<file path="src/core/lcc_params.svh">
// Offsets, opcodes, field values and reset values of the cursor command block
`ifndef LCC_PARAMS_SVH
`define LCC_PARAMS_SVH

// APB register byte offsets
`define LCC_REG_CMD      8'h00
`define LCC_REG_DATA     8'h04
`define LCC_REG_CFG      8'h08
`define LCC_REG_STATUS   8'h0C
`define LCC_REG_FIX_UP   8'h10
`define LCC_REG_FIX_LO   8'h14

// Opcodes and control codes
`define LCC_OP_CURSOR_SHOW   8'h90
`define LCC_OP_CURSOR_HIDE   8'h91
`define LCC_STEP_PATTERN     6'h23
`define LCC_OP_HOME          8'h8B
`define LCC_OP_GOTO          8'h94
`define LCC_OP_FIX_UPPER     8'h9A
`define LCC_OP_FIX_LOWER     8'h99
`define LCC_OP_FIX_BOTH      8'h9B
`define LCC_OP_FIX_CANCEL    8'h98
`define LCC_OP_STYLE         8'h95
`define LCC_OP_STYLE_OFF     8'h8A
`define LCC_CODE_SRC_TOGGLE  8'h1B
`define LCC_CODE_BACKSPACE   8'h08
`define LCC_CODE_LINE_FEED   8'h0A
`define LCC_CODE_CARR_RET    8'h0D

// Step directions held in the two low opcode bits
`define LCC_DIR_UP     2'h0
`define LCC_DIR_DOWN   2'h1
`define LCC_DIR_RIGHT  2'h2
`define LCC_DIR_LEFT   2'h3

// Last parameter index per opcode
`define LCC_LAST_GOTO   3'h1
`define LCC_LAST_STYLE  3'h0
`define LCC_LAST_FIX1   3'h3
`define LCC_LAST_FIX2   3'h7

// Display mode field values
`define LCC_MODE_CHAR   2'h1
`define LCC_MODE_GFX    2'h2
`define LCC_MODE_MIXED  2'h3

// Attribute bits that may be set: space, line end, underline, reverse, blink
`define LCC_STYLE_MASK  8'h67

// Reset values: 40 columns, 16 rows, display on, character mode, one-byte codes
`define LCC_CFG_RST     20'h3_1028
`define LCC_FIX_ADDR_RST 16'hFFFF

`endif

</file>
<file path="src/core/lcc_pkg.sv">
// Types shared by the cursor command block
package lcc_pkg;

    typedef enum logic [2:0] {
        LCC_S_IDLE    = 3'h1,
        LCC_S_PARAM   = 3'h2,
        LCC_S_CHAR_HI = 3'h4
    } lcc_state_t;

    typedef struct packed {
        logic       two_byte;
        logic [1:0] mode;
        logic       disp_on;
        logic [7:0] rows;
        logic [7:0] cols;
    } lcc_cfg_t;

    typedef struct packed {
        logic        valid;
        logic [15:0] addr;
        logic [15:0] code;
        logic [7:0]  char_style_cmd;
    } lcc_wr_t;

    typedef struct packed {
        logic       scroll;
        logic [7:0] row;
        logic [7:0] col;
    } lcc_step_t;

    typedef struct packed {
        lcc_state_t  st;
        logic [7:0]  col;
        logic [7:0]  row;
        logic        vis;
        logic        code_source_toggle_cmd;
        logic [7:0]  char_style_cmd;
        logic [7:0]  opc;
        logic [2:0]  pcnt;
        logic [63:0] pbuf;
        logic [7:0]  lo_byte;
        lcc_cfg_t    cfg;
        logic        up_v;
        logic        lo_v;
        logic [15:0] code_up;
        logic [15:0] code_lo;
        logic [15:0] char_style_cmd_up;
        logic [15:0] char_style_cmd_lo;
        logic [31:0] prdata;
        logic        pslverr;
        lcc_wr_t     wr;
        logic        scroll;
        logic        refresh;
    } lcc_regs_t;

endpackage

</file>
<file path="src/core/lcc_core.sv">
// Cursor and character entry command interpreter with an APB register port
`include "lcc_params.svh"

module lcc_core #(
    parameter int AW = 8
) (
    // Clock, reset and freeze
    input  wire logic              pclk,
    input  wire logic              presetn,
    input  wire logic              ce,
    // APB slave
    input  wire logic              psel,
    input  wire logic              penable,
    input  wire logic              pwrite,
    input  wire logic [AW-1:0]     paddr,
    input  wire logic [31:0]       pwdata,
    output logic                   pready,
    output logic [31:0]            prdata,
    output logic                   pslverr,
    // Display memory side
    output lcc_pkg::lcc_wr_t       char_wr,
    output logic                   scroll_pulse,
    output logic                   cursor_refresh,
    // Cursor state
    output logic                   cursor_visible,
    output logic [7:0]             cursor_col,
    output logic [7:0]             cursor_row
);

    lcc_pkg::lcc_regs_t q;
    lcc_pkg::lcc_regs_t n;

    logic          acc;
    logic          setup;
    logic [7:0]    addr;
    logic [7:0]    b;
    logic [7:0]    top;
    logic [7:0]    bot;
    logic [7:0]    last_col;
    logic          draw_mode;

    assign acc       = psel && penable && pwrite;
    assign setup     = psel && !penable;
    assign addr      = 8'(paddr);
    assign b         = pwdata[7:0];
    // Fixed rows shrink the editable region from the top and bottom
    assign top       = {7'h00, q.up_v};
    assign bot       = 8'(q.cfg.rows - 8'h01 - {7'h00, q.lo_v});
    assign last_col  = 8'(q.cfg.cols - 8'h01);
    assign draw_mode = q.cfg.disp_on
                       && (q.cfg.mode == `LCC_MODE_CHAR || q.cfg.mode == `LCC_MODE_MIXED);

    // Zero wait states; a low ce stretches the access so no write is missed, but a read set up while ce is low returns the old prdata
    assign pready         = ce;
    assign prdata         = q.prdata;
    assign pslverr        = q.pslverr;
    assign char_wr        = q.wr;
    assign scroll_pulse   = q.scroll;
    assign cursor_refresh = q.refresh;
    assign cursor_visible = q.vis;
    assign cursor_col     = q.col;
    assign cursor_row     = q.row;

    // Positions beyond the screen are compared with >= so they resolve toward the edge
    function automatic lcc_pkg::lcc_step_t step_calc(
        input logic [1:0] dir,
        input logic [7:0] c,
        input logic [7:0] r,
        input logic [7:0] lc,
        input logic [7:0] t,
        input logic [7:0] bt
    );
        lcc_pkg::lcc_step_t s;
        s.scroll = 1'b0;
        s.col    = c;
        s.row    = r;
        case (dir)
            `LCC_DIR_UP:
            begin
                if (r > t)
                    s.row = 8'(r - 8'h01);
            end
            `LCC_DIR_DOWN:
            begin
                if (r >= bt)
                    s.scroll = 1'b1;
                else
                    s.row = 8'(r + 8'h01);
            end
            `LCC_DIR_RIGHT:
            begin
                if (c >= lc)
                begin
                    s.col = 8'h00;
                    if (r >= bt)
                        s.scroll = 1'b1;
                    else
                        s.row = 8'(r + 8'h01);
                end
                else
                    s.col = 8'(c + 8'h01);
            end
            default:
            begin
                if (c != 8'h00)
                    s.col = 8'(c - 8'h01);
                else if (r > t)
                begin
                    s.col = lc;
                    s.row = 8'(r - 8'h01);
                end
            end
        endcase
        return s;
    endfunction

    always_comb
    begin
        logic               step_req;
        logic [1:0]         step_dir;
        logic               put_req;
        logic [15:0]        put_code;
        logic               is_ctrl;
        lcc_pkg::lcc_step_t s;
        step_req = 1'b0;
        step_dir = `LCC_DIR_UP;
        put_req  = 1'b0;
        put_code = 16'h0000;
        is_ctrl  = 1'b0;
        s        = '0;
        n        = q;
        if (ce)
        begin
            n.wr.valid = 1'b0;
            n.scroll   = 1'b0;
            n.refresh  = 1'b0;
            if (setup)
            begin
                n.pslverr = 1'b0;
                n.prdata  = 32'h0000_0000;
                if (addr == `LCC_REG_CMD || addr == `LCC_REG_DATA)
                    n.prdata = 32'h0000_0000;
                else if (addr == `LCC_REG_CFG)
                    n.prdata = 32'(q.cfg);
                else if (addr == `LCC_REG_STATUS)
                    n.prdata = {q.char_style_cmd, 3'h0, q.lo_v, q.up_v,
                                q.st != lcc_pkg::LCC_S_IDLE, q.code_source_toggle_cmd, q.vis, q.row, q.col};
                else if (addr == `LCC_REG_FIX_UP)
                    n.prdata = {q.char_style_cmd_up, q.code_up};
                else if (addr == `LCC_REG_FIX_LO)
                    n.prdata = {q.char_style_cmd_lo, q.code_lo};
                else
                    n.pslverr = 1'b1;
            end
            if (acc && addr == `LCC_REG_CFG)
                n.cfg = pwdata[19:0];
            else if (acc && (addr == `LCC_REG_CMD || addr == `LCC_REG_DATA))
            begin
                case (q.st)
                    lcc_pkg::LCC_S_PARAM:
                    begin
                        n.pbuf[{q.pcnt, 3'h0} +: 8] = b;
                        n.pcnt = 3'(q.pcnt + 3'h1);
                        if ((q.opc == `LCC_OP_GOTO && q.pcnt == `LCC_LAST_GOTO)
                            || (q.opc == `LCC_OP_STYLE && q.pcnt == `LCC_LAST_STYLE)
                            || (q.opc == `LCC_OP_FIX_BOTH && q.pcnt == `LCC_LAST_FIX2)
                            || (q.opc != `LCC_OP_FIX_BOTH && q.pcnt == `LCC_LAST_FIX1))
                        begin
                            n.st = lcc_pkg::LCC_S_IDLE;
                            if (q.opc == `LCC_OP_GOTO)
                            begin
                                n.col = n.pbuf[7:0];
                                n.row = n.pbuf[15:8];
                            end
                            else if (q.opc == `LCC_OP_STYLE)
                                n.char_style_cmd = n.pbuf[7:0] & `LCC_STYLE_MASK;
                            else if (q.opc == `LCC_OP_FIX_UPPER)
                            begin
                                n.code_up = n.pbuf[15:0];
                                n.char_style_cmd_up = n.pbuf[31:16];
                                n.up_v    = 1'b1;
                            end
                            else if (q.opc == `LCC_OP_FIX_LOWER)
                            begin
                                n.code_lo = n.pbuf[15:0];
                                n.char_style_cmd_lo = n.pbuf[31:16];
                                n.lo_v    = 1'b1;
                            end
                            else
                            begin
                                n.code_up = n.pbuf[15:0];
                                n.code_lo = n.pbuf[31:16];
                                n.char_style_cmd_up = n.pbuf[47:32];
                                n.char_style_cmd_lo = n.pbuf[63:48];
                                n.up_v    = 1'b1;
                                n.lo_v    = 1'b1;
                            end
                        end
                    end
                    lcc_pkg::LCC_S_CHAR_HI:
                    begin
                        // High byte of a two-byte code comes on the data port only
                        if (addr == `LCC_REG_DATA)
                        begin
                            put_req  = 1'b1;
                            put_code = {b, q.lo_byte};
                            n.st     = lcc_pkg::LCC_S_IDLE;
                        end
                    end
                    default:
                    begin
                        is_ctrl = b == `LCC_CODE_SRC_TOGGLE || b == `LCC_CODE_BACKSPACE
                                  || b == `LCC_CODE_LINE_FEED || b == `LCC_CODE_CARR_RET;
                        if (addr != `LCC_REG_CMD)
                            n.st = lcc_pkg::LCC_S_IDLE;
                        else if (b == `LCC_CODE_SRC_TOGGLE)
                            n.code_source_toggle_cmd = !q.code_source_toggle_cmd;
                        else if (b == `LCC_CODE_BACKSPACE)
                        begin
                            step_req = 1'b1;
                            step_dir = `LCC_DIR_LEFT;
                        end
                        else if (b == `LCC_CODE_LINE_FEED)
                        begin
                            step_req = 1'b1;
                            step_dir = `LCC_DIR_DOWN;
                        end
                        else if (b == `LCC_CODE_CARR_RET)
                            n.col = 8'h00;
                        else if ((q.code_source_toggle_cmd || !b[7]) && !is_ctrl)
                        begin
                            if (q.cfg.two_byte)
                            begin
                                n.lo_byte = b;
                                n.st      = lcc_pkg::LCC_S_CHAR_HI;
                            end
                            else
                            begin
                                put_req  = 1'b1;
                                put_code = {8'h00, b};
                            end
                        end
                        else if (b == `LCC_OP_CURSOR_SHOW)
                        begin
                            n.vis     = 1'b1;
                            n.refresh = draw_mode;
                        end
                        else if (b == `LCC_OP_CURSOR_HIDE)
                        begin
                            n.vis     = 1'b0;
                            n.refresh = draw_mode;
                        end
                        else if (b[7:2] == `LCC_STEP_PATTERN)
                        begin
                            step_req = 1'b1;
                            step_dir = b[1:0];
                        end
                        else if (b == `LCC_OP_HOME)
                        begin
                            n.col = 8'h00;
                            n.row = top;
                        end
                        else if (b == `LCC_OP_FIX_CANCEL)
                        begin
                            n.up_v = 1'b0;
                            n.lo_v = 1'b0;
                        end
                        else if (b == `LCC_OP_STYLE_OFF)
                            n.char_style_cmd = 8'h00;
                        else if (b == `LCC_OP_GOTO || b == `LCC_OP_STYLE
                                 || b == `LCC_OP_FIX_UPPER || b == `LCC_OP_FIX_LOWER
                                 || b == `LCC_OP_FIX_BOTH)
                        begin
                            n.opc  = b;
                            n.pcnt = 3'h0;
                            n.st   = lcc_pkg::LCC_S_PARAM;
                        end
                    end
                endcase
            end
            if (put_req)
            begin
                n.wr.valid = 1'b1;
                n.wr.addr  = 16'(16'(q.row) * 16'(q.cfg.cols) + 16'(q.col));
                n.wr.code  = put_code;
                n.wr.char_style_cmd  = q.char_style_cmd;
                if (draw_mode)
                begin
                    step_req = 1'b1;
                    step_dir = `LCC_DIR_RIGHT;
                end
            end
            if (step_req)
            begin
                s        = step_calc(step_dir, q.col, q.row, last_col, top, bot);
                n.col    = s.col;
                n.row    = s.row;
                n.scroll = s.scroll;
            end
        end
    end

    always_ff @(posedge pclk or negedge presetn)
    begin
        if (!presetn)
        begin
            q         <= '0;
            q.st      <= lcc_pkg::LCC_S_IDLE;
            q.vis     <= 1'b1;
            q.cfg     <= `LCC_CFG_RST;
            q.code_up <= `LCC_FIX_ADDR_RST;
            q.code_lo <= `LCC_FIX_ADDR_RST;
            q.char_style_cmd_up <= `LCC_FIX_ADDR_RST;
            q.char_style_cmd_lo <= `LCC_FIX_ADDR_RST;
        end
        else
            q <= n;
    end

    logic cmd_take;
    assign cmd_take = ce && acc && addr == `LCC_REG_CMD && q.st == lcc_pkg::LCC_S_IDLE;
endmodule

</file>
<file path="config.mk">
export PLATFORM = sky130hd
export DESIGN_NAME = lcc_core
export DESIGN_NICKNAME = d
export VERILOG_FILES = /design/src/core/lcc_pkg.sv /design/src/core/lcc_core.sv
export VERILOG_INCLUDE_DIRS = /design/src /design/src/core
export SDC_FILE = /design/constraint.sdc
export NUM_CORES = 1
export LEC_CHECK = 0
export BUFFER_PORTS_ARGS = -buffer_cell sky130_fd_sc_hd__clkbuf_2
export CORE_ASPECT_RATIO = 1.25
export CORE_MARGIN = 3
export CORE_UTILIZATION = 45
export CTS_CLUSTER_DIAMETER = 100
export DETAILED_ROUTE_END_ITERATION = 8
export HOLD_SLACK_MARGIN = 0.05
export SYNTH_ARGS = -nofsm -noshare
export SYNTH_HDL_FRONTEND = slang
export SYNTH_SLANG_ARGS = --single-unit
</file>
<file path="constraint.sdc">
create_clock -name pclk -period 7 [get_ports pclk]
set_input_delay 0.7 -clock pclk [delete_from_list [all_inputs] [get_ports pclk]]
set_output_delay 0.7 -clock pclk [all_outputs]
set_load 0.05 [all_outputs]
</file>
Word-level counts from Yosys, hierarchy flattened
Index checks and enable logic that the tools add are counted.
{ "totals": {"reg_bits": 274, "latchBits": 0, "ram_bits": 0, "mem_bits_ro": 0, "in_bits": 46, "output_inout_bits": 94, "word_cells": 400, "memories": 0} }
{ "op_classes": {"addsub": 10, "n_mul": 1, "n_div": 0, "magnitude_cmp": 3, "eq_ne": 95, "n_shift": 2, "muxes": 186, "bitwise_logic": 18, "n_reduce_logical": 56} }
{ "op_table": {"columns": ["operator", "n"], "rows": [
  ["two-way mux 19 bit", 18],
  ["two-way mux 16 bit", 15],
  ["two-way mux 109 bit", 2],
  ["two-way mux 8 bit", 26],
  ["two-way mux 66 bit", 3],
  ["two-way mux 17 bit", 10],
  ["two-way mux 32 bit", 5],
  ["equality test 8 bit, second input constant", 15],
  ["AND reduction 17 bit", 4],
  ["bitwise mux 64 bit", 1],
  ["two-way mux 64 bit", 1],
  ["case mux 16 bit (2 select lines)", 2],
  ["variable shift 8 x 8 -> 64 bit, first input constant", 1],
  ["variable part select 8 x 8 -> 64 bit", 1],
  ["two-way mux 20 bit", 3],
  ["AND reduction 19 bit", 3],
  ["two-way mux 2 bit", 27],
  ["inequality test 9 x 7 -> 1 bit, second input constant", 6],
  ["two-way mux 1 bit", 50],
  ["two-way mux 41 bit", 1],
  ["equality test 8 x 4 -> 1 bit, second input constant", 5],
  ["two-way mux 37 bit", 1],
  ["case mux 8 bit (2 select lines)", 2],
  ["subtractor 8 x 1 -> 8 bit, second input constant", 4],
  ["53 further kinds", 165]
]} }

Depth between registers and ports, before layout
{ "logic_depth": {"ltp_word": 35, "depth_mapped": 21, "mapped_depth_nobuf": 19} }

Worst setup path before layout
OpenSTA, ideal clock, no wires.
{ "synth_timing": {"path_type": "register to register", "startpoint": "reg q (netlist bit cursor_row[3])", "endpoint": "reg q (netlist bit char_wr[38])", "setup_time_ps": 136, "arrival_time_ps": 4765, "t_required_ps": 6864, "path_slack_ps": 2100, "stages_incl_launch_ff": 18, "synth_period_minus_slack_ps": 4900, "path_cell_list": "dfrtp_1 > clkbuf_1 > clkbuf_1 > nand2_1 > fa_1 > fa_1 > fa_1 > inv_1 > fa_1 > ha_1 > or3_1 > a311o_1 > a31oi_1 > o21bai_1 > a2111o_1 > o311a_1 > xnor2_1 > o21ai_0"} }
{ "synth_between": {"elab_chain_cells": 2} }
{ "synth_lines": {"columns": ["element", "line", "text"], "rows": [
  ["start: declaration", "lcc_core.sv:30", "lcc_pkg::lcc_regs_t q;"],
  ["start signal: assignment", "lcc_core.sv:317", "q <= n;"],
  ["multiplier 8 x 8 -> 16 bit", "lcc_core.sv:284", "n.wr.addr = 16'(16'(q.row) * 16'(q.cfg.cols) + 16'(q.col));"],
  ["adder 16 x 8 -> 16 bit", "lcc_core.sv:284", null]
]} }
No other way between the ends.
A chain may end at the register's enable or synchronous reset.

Worst setup path after layout
Same ends and word-level chain as after synthesis.

==> impl_results.md <==
* Run status: completed
* Final critical delay including setup and external delays at 5290 ps
* Crit Path Class: reg2reg
* Sort of element at the end of the critical path: flop
* R2r setup slk at 1710 ps
* CTS tree: built
* Number of register bits inferred by synthesis at 268
* Number of clock buffers inserted by TritonCTS at 29
* Most used cell along the critical path: sky130_fd_sc_hd__fa_1
* Core outline area at around 0.038 sq mm
* Count of unresolved DRC violations after routing at 0
* Violation count after the first detailed-route iteration at ~890
* DPL Wire Length at roughly 34 mm
* Total via count after detailed routing at roughly 13k
* Fraction of the yosys area taken by sequential cells at about two fifths
* Standby leakage power at between 8 and 9 nW
* Clock insertion delay at the later pin of the skew report at 570 ps
* Critical Path, Cell by Cell: nand2_1, fa_1, fa_1, fa_1, inv_1, fa_1, ha_1, or3_1, a311o_1, a31oi_1, o21bai_1, a2111o_1, o311a_1, xnor2_1, o21ai_0
* Via count of the first global-routing pass at ~13k
* Yosys top cell area share at between 20 and 30%
* Worst Clk Skew at roughly 14 ps
* Final weighted congestion in routability-driven placement at a little over 0.9
* Largest net degree at the start of global routing at about 160
* Tcrit/Tclk final at roughly three quarters
* Slowest cell on the critical path: sky130_fd_sc_hd__dfrtp_1
* Synth cell types at between 80 and 90
* Worst slew margin at between 20% and 30%
* Primary FF master, synth: sky130_fd_sc_hd__dfrtp_1
* Area contributors post-synth: sky130_fd_sc_hd__dfrtp_1 28%, sky130_fd_sc_hd__dfstp_2 11%, sky130_fd_sc_hd__mux2_2 7.1%
* Number of antenna violations at the first check in global routing at 0
* Finish-stage setup viols at 0
* Remaining global-route overflow at 0
* TNS Setup at 0 ps
* Mapped Cells at approximately 1.8k
* First-pass GRT wire length at ~76 mm
* I/O pin count at 140
* Post-CTS sizing at 0
* Total Routing Usage GR at a little under a quarter
* Clock edge transition at the registers on the reported setup and hold paths at approximately 60 ps
* Maximum resistive drop on vdd at around 0.00018 V
* Number of synthesized flops with an enable pin at 0
* Height of the die at approximately 230 um
* Most frequent standard cell in the layout excluding fill and tap cells: sky130_fd_sc_hd__nand2_1
* Number of nets in the layout at 1,968
* Drt pass-1 iters at 6
* Syn Std Cell Area at roughly 0.017 sq mm
* Total wire length after detailed routing at around 48 mm
* Fraction of registers with async set/reset at 100%
* Arrival time at the worst endpoint at 5720 ps
* Post-CTS Hold Fix Bufs at 0
* Maximum fanout count along the critical path at 19
* Unrepaired setup endpoints after global routing: no
* Worst reg-to-reg path cell count at 15
* Power density normalized to cell area at between 150 and 200 mW/mm^2
* Slew at the pin closest to its max-slew limit at around 1100 ps
* Clock root buffer master: sky130_fd_sc_hd__clkbuf_16
* Clock Sink Count at around 270
* Final count of pins violating max slew at 0
* Buffer levels on the longest clock path at 3
* Maximum clock rate at approximately 190 MHz
* H-tree Lvls at 1
* Kind of path behind the tightest hold check: in2async
* Number of max-capacitance violations reported at 0
* Chip Width at ~180 um
* Final hold viol count at 0
* Yosys top cell by area: sky130_fd_sc_hd__dfrtp_1
* Proportion of layout cells with a drive suffix above 1 at between 20% and 30%
* Slowest Stage Delay on Critical Path at roughly 830 ps
* Via-per-instance ratio at around 5.7
* Average instance area after synthesis at between 9 and 10 sq um
* Launch point of the worst reg-to-reg path: cursor_row[3]
* Utilization after layout at between 40% and 50%
* Count of warnings emitted by yosys at 0
* Required time worst endpoint at around 7400 ps
* Starting utilization of the core area at a little under half
* Top library cells by usage in the layout, fill and taps aside: 220 x sky130_fd_sc_hd__nand2_1, 197 x sky130_fd_sc_hd__dfrtp_1, 148 x sky130_fd_sc_hd__o21ai_0
* DR WL/cell at approximately 21 um
* Buffers on Ports at around 120
* Destination of the worst register-to-register timing path: char_wr[38]
* Routed Antenna Nets at 0
* Number of buffers inserted by post-CTS setup repair at 0
* Worst Setup Start Kind: flop
* Die footprint at 0.0409 sq mm
* Count of standard-cell rows at 79
* Setup slack at placement at about 1700 ps
* Post-route setup slack at 1710 ps
* Layout-stage area growth over the synthesis result at 7.64%
## through the flow
stage	hold slack, ps	cell area, sq um	cells	total power, mW
final	185	18700	2318	3.41
after detailed placement	459	17600	2263	1.83
after global placement	454	17600	2263	1.83
after global routing	261	18700	2317	3.52
after CTS	229	18700	2317	3.45
after floorplan	404	17300	1840	1.76
## cell families after synthesis
family / Yosys count / synth area share [%]
buffers and inverters: 306 / 8.69
AOI/OAI and AO/OA: 429 / 15.7
and+or+nand+nor: 528 / 14.6
adders and majority gates: 114 / 10.1
DFF: 268 / 39.2
muxes: 157 / 9.86
other: 1 / 0.0216
xor gates and xnor gates: 35 / 1.77
## layer usage
| metal | part of all wire (%) | up-vias | track usage, % | routed length, um |
|---|---|---|---|---|
| met2 | 52 | 317 | 42.3 | 25000 |
| li1 | - | 6279 | - | - |
| met5 | 0 | - | 0 | 0 |
| met4 | 3.9 | 0 | 9.32 | 1890 |
| met3 | 3.5 | 95 | 2.26 | 1720 |
| met1 | 41 | 6635 | 28.8 | 19800 |
## flip-flops by register name (all words and copies together) (netlist names)
name            count
char_wr            38
cursor_col          8
cursor_refresh      1
cursor_row          8
cursor_visible      1
prdata             32
pslverr             1
q                 178
scroll_pulse        1
## how the worst max path moves through the flow
stage	start	slack, ps	cells past startpoint	to
finish	cursor_row[3]	1710	15	char_wr[38]
global route	cursor_row[3]	1450	15	char_wr[38]
CTS	cursor_row[3]	1660	15	char_wr[38]
detailed placement	cursor_row[3]	1670	15	char_wr[38]
global placement	cursor_row[3]	1760	15	char_wr[38]
floorplan	cursor_row[3]	2100	17	char_wr[38]
## critical path, delay by kind of cell, from the launching register on
family                   cells  cell delay (ps)
AO/OA/AOI/OAI                6             1370
flip-flops                   1              830
XOR/XNOR                     1              130
AND/OR/NAND/NOR              2              550
buffers and inverters        1               50
adder cells (fa/ha/maj)      5             2210
## cells in the mapped netlist, drive strengths merged, types with 34 or more instances
| cell type | number |
|---|---|
| a21oi | 91 |
| a22oi | 34 |
| buf | 99 |
| clkbuf | 112 |
| dfrtp | 197 |
| dfstp | 71 |
| fa | 44 |
| ha | 70 |
| inv | 94 |
| mux2 | 110 |
| mux2i | 47 |
| nand2 | 221 |
| nor2 | 113 |
| o21ai | 151 |
## where the power goes
group,switching (mW),internal (mW)
combinational,0.172,0.0509
clock,0.666,0.945
sequential,0.0128,1.57
total,0.850,2.56
## cell type report
cell class	count	area [sq um]
multi-input combinational	1266	9060
fill	3553	19000
sequential	268	6800
clock inverter	13	143
antenna	1	2.50
clock buffer	41	871
timing repair buffer	148	823
inverter	95	357
tap	486	608
Note: power is estimated with default switching activity, not from simulation.
